==> src/design/hla_regs.vh <==
// Contract
// - Channel short alarm asserts when leakage exceeds that channel's threshold.
// - Threshold range 0.0 to 50.0 A, default 50.0; at 50.0 alarm held off.
// - No short detection while heating OFF time is 100 ms or less.
// - Monitor shows 0.0 to 55.0 A; above 55.0 A shows FFFF.
// - Any channel alarm lights indicator and flags that channel's monitor.
// - Monitor measures CT current while heater is off, exposes for display.
// - One-point shift adds single offset to raw temperature everywhere.
// - Shifted temperature is both displayed value and control value.
// - Threshold zero forces channel alarm on.
`ifndef HLA_REGS_VH
`define HLA_REGS_VH

// ----------------------------------------------------------------
// Register offsets (byte addresses)
// ----------------------------------------------------------------
`define HLA_CTRL_ADDR      12'h000
`define HLA_THR1_ADDR      12'h004
`define HLA_THR2_ADDR      12'h008
`define HLA_MON1_ADDR      12'h00c
`define HLA_MON2_ADDR      12'h010
`define HLA_SHIFT_ADDR     12'h014
`define HLA_TEMP_ADDR      12'h018
`define HLA_STAT_ADDR      12'h01c
`define HLA_ISTAT_ADDR     12'h020
`define HLA_IEN_ADDR       12'h024
`define HLA_ICLR_ADDR      12'h028

// ----------------------------------------------------------------
// Control field positions
// ----------------------------------------------------------------
`define HLA_CTRL_FUNC_EN   0
`define HLA_CTRL_ALM1_ASG  1
`define HLA_CTRL_TWO_CT    2
`define HLA_CTRL_SHIFT_EN  3

// ----------------------------------------------------------------
// Currents in units of 0.1 A, overrange code, control reset value
// ----------------------------------------------------------------
`define HLA_THR_MAX        16'd500
`define HLA_THR_RESET      16'd500
`define HLA_MON_MAX        16'd550
`define HLA_OVERRANGE      16'hffff
`define HLA_CTRL_RESET     4'h0

// ----------------------------------------------------------------
// Timing
// ----------------------------------------------------------------
`define HLA_CLK_HZ         10000000
`define HLA_OFF_MIN_MS     100
`define HLA_OFF_MIN_CYC    (`HLA_CLK_HZ / 1000 * `HLA_OFF_MIN_MS)

`endif

==> src/design/hla_channel.v <==
`timescale 1ns/1ns
`include "hla_regs.vh"

module hla_channel (
    input  wire        i_clk,
    input  wire        i_reset,
    input  wire        i_sample,
    input  wire [15:0] i_current,
    input  wire [15:0] i_threshold,
    input  wire        i_enable,
    input  wire        i_detect_ok,
    output reg         o_alarm,
    output reg  [15:0] o_monitor
);

    reg next_alarm;

    // ------------------------------------------------------------
    // Alarm decision
    // ------------------------------------------------------------
    // Threshold ends, compare, suppress
    always @* begin
        next_alarm = o_alarm;
        if (!i_enable) begin
            next_alarm = 1'b0;
        end else if (i_threshold >= `HLA_THR_MAX) begin
            next_alarm = 1'b0;
        end else if (i_threshold == 16'h0000) begin
            next_alarm = 1'b1;
        end else if (i_sample && i_detect_ok) begin
            next_alarm = (i_current > i_threshold);
        end else if (i_sample) begin
            next_alarm = 1'b0;
        end
    end

    // ------------------------------------------------------------
    // Registers
    // ------------------------------------------------------------
    // Alarm and monitor value
    always @(posedge i_clk or posedge i_reset) begin
        if (i_reset) begin
            o_alarm   <= 1'b0;
            o_monitor <= 16'h0000;
        end else begin
            o_alarm <= next_alarm;
            if (i_sample) begin
                if (i_current > `HLA_MON_MAX) begin
                    o_monitor <= `HLA_OVERRANGE;
                end else begin
                    o_monitor <= i_current;
                end
            end
        end
    end

endmodule

==> src/design/hla_top.v <==
`timescale 1ns/1ns
`include "hla_regs.vh"

module hla_top #(
    parameter OFF_MIN_CYC = `HLA_OFF_MIN_CYC
) (
    input  wire        I_CLK,
    input  wire        I_RESET,
    input  wire        I_PSEL,
    input  wire        I_PENABLE,
    input  wire        I_PWRITE,
    input  wire [11:0] I_PADDR,
    input  wire [31:0] I_PWDATA,
    input  wire        I_HEAT_OUT,
    input  wire [15:0] I_CT1_CURRENT,
    input  wire [15:0] I_CT2_CURRENT,
    input  wire [15:0] I_RAW_TEMP,
    output reg  [31:0] O_PRDATA,
    output reg         O_PREADY,
    output reg         O_PSLVERR,
    output reg         O_HEATER_SHORT1,
    output reg         O_HEATER_SHORT2,
    output reg         O_HEATER_ALARM_INDICATOR,
    output reg  [15:0] O_CONTROL_TEMP,
    output reg         O_IRQ
);

    // ------------------------------------------------------------
    // Declarations
    // ------------------------------------------------------------
    reg  [3:0]  ctrl;
    reg  [15:0] short_threshold_ch1;
    reg  [15:0] short_threshold_ch2;
    reg  [15:0] temp_offset_single_point;
    reg  [1:0]  irq_status;
    reg  [1:0]  irq_enable;
    reg         heat_meta;
    reg         heat_sync;
    reg  [31:0] off_count;
    reg         detect_ok;
    reg         sample;
    reg  [15:0] ct1_meta;
    reg  [15:0] ct1_sync;
    reg  [15:0] ct2_meta;
    reg  [15:0] ct2_sync;
    reg  [15:0] temp_meta;
    reg  [15:0] temp_sync;
    reg  [1:0]  alarm_prev;
    reg  [31:0] next_prdata;
    reg         next_slverr;
    wire        alarm_ch1;
    wire        alarm_ch2;
    wire [15:0] leakage_monitor_ch1;
    wire [15:0] leakage_monitor_ch2;
    wire        en_ch1;
    wire        en_ch2;
    wire        wr_en;
    wire        rd_en;
    wire [1:0]  alarm_rise;
    wire [15:0] shifted_temp;

    // ------------------------------------------------------------
    // Input synchronisers
    // ------------------------------------------------------------
    // Two flops on heater, CT and raw temperature inputs
    always @(posedge I_CLK or posedge I_RESET) begin
        if (I_RESET) begin
            heat_meta <= 1'b0;
            heat_sync <= 1'b0;
            ct1_meta  <= 16'h0000;
            ct1_sync  <= 16'h0000;
            ct2_meta  <= 16'h0000;
            ct2_sync  <= 16'h0000;
            temp_meta <= 16'h0000;
            temp_sync <= 16'h0000;
        end else begin
            heat_meta <= I_HEAT_OUT;
            heat_sync <= heat_meta;
            ct1_meta  <= I_CT1_CURRENT;
            ct1_sync  <= ct1_meta;
            ct2_meta  <= I_CT2_CURRENT;
            ct2_sync  <= ct2_meta;
            temp_meta <= I_RAW_TEMP;
            temp_sync <= temp_meta;
        end
    end

    // ------------------------------------------------------------
    // Heater OFF interval timing
    // ------------------------------------------------------------
    // Count OFF time; sample continuously while off
    always @(posedge I_CLK or posedge I_RESET) begin
        if (I_RESET) begin
            off_count <= 32'h0000_0000;
            detect_ok <= 1'b0;
            sample    <= 1'b0;
        end else begin
            sample    <= ~heat_sync;
            if (heat_sync) begin
                off_count <= 32'h0000_0000;
                detect_ok <= 1'b0;
            end else if (off_count < OFF_MIN_CYC) begin
                off_count <= off_count + 32'h0000_0001;
            end else begin
                detect_ok <= 1'b1;
            end
        end
    end

    // ------------------------------------------------------------
    // Channels
    // ------------------------------------------------------------
    // enables from configuration
    assign en_ch1 = ctrl[`HLA_CTRL_FUNC_EN] & ctrl[`HLA_CTRL_ALM1_ASG];
    assign en_ch2 = en_ch1 & ctrl[`HLA_CTRL_TWO_CT];

    hla_channel u_ch1 (
        .i_clk       (I_CLK),
        .i_reset     (I_RESET),
        .i_sample    (sample),
        .i_current   (ct1_sync),
        .i_threshold (short_threshold_ch1),
        .i_enable    (en_ch1),
        .i_detect_ok (detect_ok),
        .o_alarm     (alarm_ch1),
        .o_monitor   (leakage_monitor_ch1)
    );

    hla_channel u_ch2 (
        .i_clk       (I_CLK),
        .i_reset     (I_RESET),
        .i_sample    (sample),
        .i_current   (ct2_sync),
        .i_threshold (short_threshold_ch2),
        .i_enable    (en_ch2),
        .i_detect_ok (detect_ok),
        .o_alarm     (alarm_ch2),
        .o_monitor   (leakage_monitor_ch2)
    );

    // ------------------------------------------------------------
    // Temperature shift
    // ------------------------------------------------------------
    // add single offset
    assign shifted_temp = ctrl[`HLA_CTRL_SHIFT_EN] ?
                          temp_sync + temp_offset_single_point : temp_sync;

    // ------------------------------------------------------------
    // Outputs
    // ------------------------------------------------------------
    // Registered alarm and temperature outputs
    always @(posedge I_CLK or posedge I_RESET) begin
        if (I_RESET) begin
            O_HEATER_SHORT1          <= 1'b0;
            O_HEATER_SHORT2          <= 1'b0;
            O_HEATER_ALARM_INDICATOR <= 1'b0;
            O_CONTROL_TEMP           <= 16'h0000;
            O_IRQ                    <= 1'b0;
        end else begin
            O_HEATER_SHORT1          <= alarm_ch1;
            O_HEATER_SHORT2          <= alarm_ch2;
            O_HEATER_ALARM_INDICATOR <= alarm_ch1 | alarm_ch2;
            O_CONTROL_TEMP           <= shifted_temp;
            O_IRQ                    <= |(irq_status & irq_enable);
        end
    end

    // ------------------------------------------------------------
    // APB register file
    // ------------------------------------------------------------
    assign wr_en      = I_PSEL & I_PENABLE & I_PWRITE;
    assign rd_en      = I_PSEL & I_PENABLE & ~I_PWRITE;
    assign alarm_rise = {alarm_ch2, alarm_ch1} & ~alarm_prev;

    // Writes and sticky interrupt status
    always @(posedge I_CLK or posedge I_RESET) begin
        if (I_RESET) begin
            ctrl                     <= `HLA_CTRL_RESET;
            short_threshold_ch1      <= `HLA_THR_RESET;
            short_threshold_ch2      <= `HLA_THR_RESET;
            temp_offset_single_point <= 16'h0000;
            irq_status               <= 2'b00;
            irq_enable               <= 2'b00;
            alarm_prev               <= 2'b00;
        end else begin
            alarm_prev <= {alarm_ch2, alarm_ch1};
            if (wr_en) begin
                case (I_PADDR)
                    `HLA_CTRL_ADDR: begin
                        ctrl <= I_PWDATA[3:0];
                    end
                    `HLA_THR1_ADDR: begin
                        short_threshold_ch1 <=
                            (I_PWDATA[15:0] > `HLA_THR_MAX) ?
                            `HLA_THR_MAX : I_PWDATA[15:0];
                    end
                    `HLA_THR2_ADDR: begin
                        short_threshold_ch2 <=
                            (I_PWDATA[15:0] > `HLA_THR_MAX) ?
                            `HLA_THR_MAX : I_PWDATA[15:0];
                    end
                    `HLA_SHIFT_ADDR: begin
                        temp_offset_single_point <= I_PWDATA[15:0];
                    end
                    `HLA_IEN_ADDR: begin
                        irq_enable <= I_PWDATA[1:0];
                    end
                    default: begin
                    end
                endcase
            end
            // Set wins over clear
            if (wr_en && I_PADDR == `HLA_ICLR_ADDR) begin
                irq_status <= (irq_status & ~I_PWDATA[1:0]) | alarm_rise;
            end else begin
                irq_status <= irq_status | alarm_rise;
            end
        end
    end

    // Read mux and unmapped detection
    always @* begin
        next_prdata = 32'h0000_0000;
        next_slverr = 1'b0;
        case (I_PADDR)
            `HLA_CTRL_ADDR:  next_prdata = {28'h0, ctrl};
            `HLA_THR1_ADDR:  next_prdata = {16'h0, short_threshold_ch1};
            `HLA_THR2_ADDR:  next_prdata = {16'h0, short_threshold_ch2};
            `HLA_MON1_ADDR:  next_prdata = {15'h0, alarm_ch1,
                                            leakage_monitor_ch1};
            `HLA_MON2_ADDR:  next_prdata = {15'h0, alarm_ch2,
                                            leakage_monitor_ch2};
            `HLA_SHIFT_ADDR: next_prdata = {16'h0, temp_offset_single_point};
            `HLA_TEMP_ADDR:  next_prdata = {16'h0, shifted_temp};
            `HLA_STAT_ADDR:  next_prdata = {29'h0, detect_ok,
                                            alarm_ch2, alarm_ch1};
            `HLA_ISTAT_ADDR: next_prdata = {30'h0, irq_status};
            `HLA_IEN_ADDR:   next_prdata = {30'h0, irq_enable};
            `HLA_ICLR_ADDR:  next_prdata = 32'h0000_0000;
            default:         next_slverr = 1'b1;
        endcase
    end

    // One wait state: answer in the cycle after access starts
    always @(posedge I_CLK or posedge I_RESET) begin
        if (I_RESET) begin
            O_PRDATA  <= 32'h0000_0000;
            O_PREADY  <= 1'b0;
            O_PSLVERR <= 1'b0;
        end else begin
            O_PREADY  <= I_PSEL & I_PENABLE & ~O_PREADY;
            O_PSLVERR <= I_PSEL & I_PENABLE & ~O_PREADY & next_slverr;
            if (rd_en && !O_PREADY && !next_slverr) begin
                O_PRDATA <= next_prdata;
            end
        end
    end

endmodule

==> config.mk <==
export PLATFORM = sky130hd
export DESIGN_NAME = hla_top
export DESIGN_NICKNAME = d
export VERILOG_FILES = /design/src/design/hla_channel.v /design/src/design/hla_top.v
export VERILOG_INCLUDE_DIRS = /design/src /design/src/design
export SDC_FILE = /design/constraint.sdc
export NUM_CORES = 1
export LEC_CHECK = 0
export BUFFER_PORTS_ARGS = -buffer_cell sky130_fd_sc_hd__buf_2
export CORE_MARGIN = 2
export CORE_UTILIZATION = 50
export CTS_CLUSTER_DIAMETER = 120
export DETAILED_ROUTE_END_ITERATION = 10
export GPL_ROUTABILITY_DRIVEN = 0
export PLACE_DENSITY = 0.81
export SLEW_MARGIN = 20
export SYNTH_ARGS = -nofsm -noshare
export SYNTH_HDL_FRONTEND = slang
export SYNTH_SLANG_ARGS = --single-unit
==> constraint.sdc <==
create_clock -name I_CLK -period 14.2 [get_ports I_CLK]
set_clock_uncertainty 0.2 [all_clocks]
set_input_delay 4.26 -clock I_CLK [delete_from_list [all_inputs] [get_ports I_CLK]]
set_output_delay 4.26 -clock I_CLK [all_outputs]
set_load 0.01 [all_outputs]
==> key figures <==
Clock tree
  – Cts hold-fix bufs: 0
  – CTS H-tree lvls: 1
  – CTS resizes: 0
  – Reg clk slew, reported paths: roughly 0.06 ns
  – Setup Fix Bufs, Post-CTS: 0
  – Clk_lat worst skew: 0.53 ns
  – CTS max path bufs: 3
  – CTS Buf Count: 27
  – Clk root buf: clkbuf_16
  – CTS tree: built
  – Clk sink count: around 260

Floorplan
  – Initial Util: about 51%
  – Core area: 22600 µm²
  – Row cnt: 55
  – Io pins: 152
  – Die Area: 24100 µm²
  – Chip height: 155 µm
  – Die X: 155 µm

Timing
  – Final Cycle Share: between 40% and 50%
  – Slew margin rel.: 30.4%
  – Slew Viols, Final: 0
  – Shortest period the worst path allows: between 6 and 7 ns
  – Final Hold Vio Count: 0
  – RSZ-0062 raised after global routing: false
  – Final WS setup: 7.86 ns
  – Worst-Margin Slew: 1.04 ns
  – FMAX: 158 MHz
  – Setup_tns: 0 ns
  – Final setup fails: 0

Global route
  – Routing usage on met2: 34.9%
  – Routing usage on met1: 32.0%
  – GRT met3 Usage: roughly 4.5%
  – Vias in the first global route: 8127
  – Global route overflow: 0
  – First-pass GRT wire length: roughly 43 mm
  – Global Route Usage Sum: 22.8%
  – Busiest layer in global routing: met2
  – Initial antenna violation count: 0
  – Largest net degree at the start of global routing: 101

Worst setup path
  – Worst endpoint required time: 14.44 ns
  – WS Path Type: in -> reg
  – Slowest stage delay, CP: 0.54 ns
  – Nature of the critical path endpoint: flop
  – Crit-path max FO: 30
  – Critical Path Source Type: primary input
  – Crit path cell chain: buf_2 > nor2b_1 > nand2_1 > nor2_1 > a21oi_1 > a2bb2oi_1 > o211ai_1
  – Worst Path Arrival: 6.57 ns
  – CP max stage cell: buf_2

Synthesis
  – Largest family of logic cells by synthesized area: compound AO/OA/AOI/OAI gates
  – FF+latch count, synth: 261
  – Compound-Gate Fraction of Synth Area: 13.9%
  – Syn_area_per_cell: 11.2 µm²
  – Mux contribution to synthesized area: under 10%
  – Number of synthesized flops with an enable pin: 0
  – Async set or reset register ratio after synthesis: 100%
  – Simple-gate area share of the yosys netlist: 12.5%
  – Post-synthesis cell area: 11400 µm²
  – XOR/XNOR share of the synthesized area: 2.07%
  – Mapped Cells: 1019
  – Distinct cells, synth: 74
  – Register area share after synthesis: between 50% and 60%
  – Synthesis Warnings: 0
  – Top_reg_cell synth: dfrtp_1
  – Synth Area in Adders: 5.43%

Drt
  – DR vias/cell: 5.90
  – Drt first pass iters: 6
  – Iter 0 DRT Violations: about 990
  – WL final: 27.7 mm
  – Post-DRT Antenna Nets: 0
  – WL/cell: about 19 µm
  – DRC: 0
  – DR vias: roughly 8500

Final layout
  – Final Util: between 50% and 60%
  – Area Growth Syn to Fin: 14.7%
  – Register Area: 6550 µm²
  – Filler cells: 1838
  – Reg with most FFs: off_count
  – Final layout net count: 1285
  – Max reg flops: 32
  – Biggest regs: off_count x32, O_PRDATA x17
  – N_diodes: 0
  – Layout cell share with drive strength beyond 1: 18.4%
  – Multi-input gate area: 4480 µm²

Run
  – Max Cap Viol: 0

Min path
  – Worst min-delay path class: reg -> reg

Pwr
  – Clock network fraction of design power: ~45%
  – Logic pwr share: 5.2%
  – Leakage: 5.92 nW
  – Maximum vdd drop: 0.0852 mV
  – Switch Pwr: 0.000338 W
  – Switching Share: 21.8%
  – Power density cells: 118 nW/µm²
  – Seq pwr share: 50.0%
  – P_int: between 0.001 and 0.0015 W

Placed design
  – Detailed Place HPWL: 19.8 mm
  – Port bufs: 120
  – Place WS: 7.08 ns

Status
  – Status: complete, no violations
[Yosys cell counts (16+ instances only)]
cell type	number	area share, %
a21oi_1	51	2.2
buf_4	16	1.1
clkbuf_1	22	0.72
dfrtp_1	249	54
ha_1	48	5.3
inv_1	54	1.8
mux2_2	27	2.7
mux2i_1	23	2.0
nand2_1	73	2.4
nand3_1	24	1.1
nand4_1	18	0.98
nor2_1	76	2.5
nor2b_1	22	1.2
nor3_1	26	1.1
nor4_1	16	0.88
o21a_1	17	1.1
o21ai_0	49	2.1
o22a_1	19	1.5
[power by group through the flow]
stage / combinational [W] / clock [W] / sequential [W]
CTS: 0.0000802 / 0.000703 / 0.000774
global route: 0.0000902 / 0.000736 / 0.000776
floorplan: 0.0000515 / 0 / 0.000784
global placement: 0.0000772 / 0 / 0.000787
detailed placement: 0.0000795 / 0 / 0.000787
finish: 0.0000807 / 0.000694 / 0.000774
[critical path, delay by kind of cell]
family	cells	cell delay [ns]
AO/OA/AOI/OAI	3	0.55
AND/OR/NAND/NOR	3	1.21
buffers and inverters	1	0.54
[cells by family (layout without fill, tap and decap cells)]
kind of cell | after synthesis | in the layout
and+or+nand+nor | 294 | 294
DFF | 261 | 261
AOI/OAI and AO/OA | 233 | 233
buffers and inverters | 104 | 229
muxes | 50 | 50
adders and majority gates | 49 | 49
xor gates and xnor gates | 27 | 27
other | 1 | 15
[per-stage QoR]
| stage | cell area [µm²] | instances | hold WS, ns | total power, W |
|---|---|---|---|---|
| finish | 13100 | 1443 | 0.146 | 0.00155 |
| global route | 13100 | 1443 | 0.150 | 0.00160 |
| CTS | 13100 | 1443 | 0.149 | 0.00156 |
| detailed placement | 12200 | 1394 | 0.135 | 0.000867 |
| global placement | 12200 | 1394 | 0.131 | 0.000864 |
| floorplan | 11500 | 1033 | 0.131 | 0.000836 |
[cell usage in the layout (no fill, tap or decap), types with 6 or more instances in the layout]
| cell type | Yosys | routed |
|---|---|---|
| nor4_1 | 16 | 16 |
| mux2i_1 | 23 | 23 |
| o22ai_1 | 6 | 6 |
| nor2_1 | 76 | 76 |
| mux2_2 | 27 | 27 |
| buf_2 | 6 | 120 |
| conb_1 | 1 | 15 |
| ha_1 | 48 | 48 |
| clkbuf_1 | 22 | 12 |
| o21a_1 | 17 | 17 |
| o22a_1 | 19 | 19 |
| clkbuf_16 | 0 | 27 |
| or3_1 | 7 | 7 |
| inv_1 | 54 | 53 |
| nor3_1 | 26 | 26 |
| nand2_1 | 73 | 73 |
| xnor2_1 | 14 | 14 |
| clkbuf_8 | 0 | 6 |
| a221oi_1 | 6 | 6 |
| a22o_1 | 6 | 6 |
| a21o_1 | 10 | 10 |
| dfstp_2 | 12 | 12 |
| dfrtp_1 | 249 | 249 |
| a211oi_1 | 7 | 7 |
| o21ai_0 | 49 | 49 |
| nor2b_1 | 22 | 22 |
| nand4_1 | 18 | 18 |
| nand3_1 | 24 | 24 |
| and2_1 | 12 | 12 |
| xor2_1 | 13 | 13 |
| a21oi_1 | 51 | 51 |
[cell type report]
class                      count  area share (%)
clock inverter                 4           0.582
inverter                      55            1.63
clock buffer                  45            6.12
tap                          285            2.72
timing repair buffer         125            4.89
sequential                   261            49.9
multi-input combinational    668            34.2
[path summary, 6_finish.rpt]
| path | start | to | slack (ns) | cells past startpoint |
|---|---|---|---|---|
| worst max-delay path | I_PADDR[4] | O_PRDATA[7]$_DFFE_PP0P_ | 7.86 | 7 |
| worst min-delay path | ct1_meta[1]$_DFF_PP0_ | ct1_sync[1]$_DFF_PP0_ | 0.15 | 0 |
| worst max register to register | temp_offset_single_point[0]$_DFFE_PP0P_ | O_PRDATA[2]$_DFFE_PP0P_ | 11.18 | 10 |
| worst min register to register | ct1_meta[1]$_DFF_PP0_ | ct1_sync[1]$_DFF_PP0_ | 0.15 | 0 |
| max in group asynchronous | I_RESET | temp_meta[10]$_DFF_PP0_ | 8.08 | 4 |
| min in group asynchronous | I_RESET | ct1_meta[8]$_DFF_PP0_ | 3.65 | 2 |
[per-layer routing]
metal / vias to the layer above / share of wire (%)
li1: 3854 / -
met1: 4116 / 42
met2: 443 / 45
met3: 95 / 8.7
met4: 0 / 4.6
met5: - / 0
Note: power is estimated with default switching activity, not from simulation.
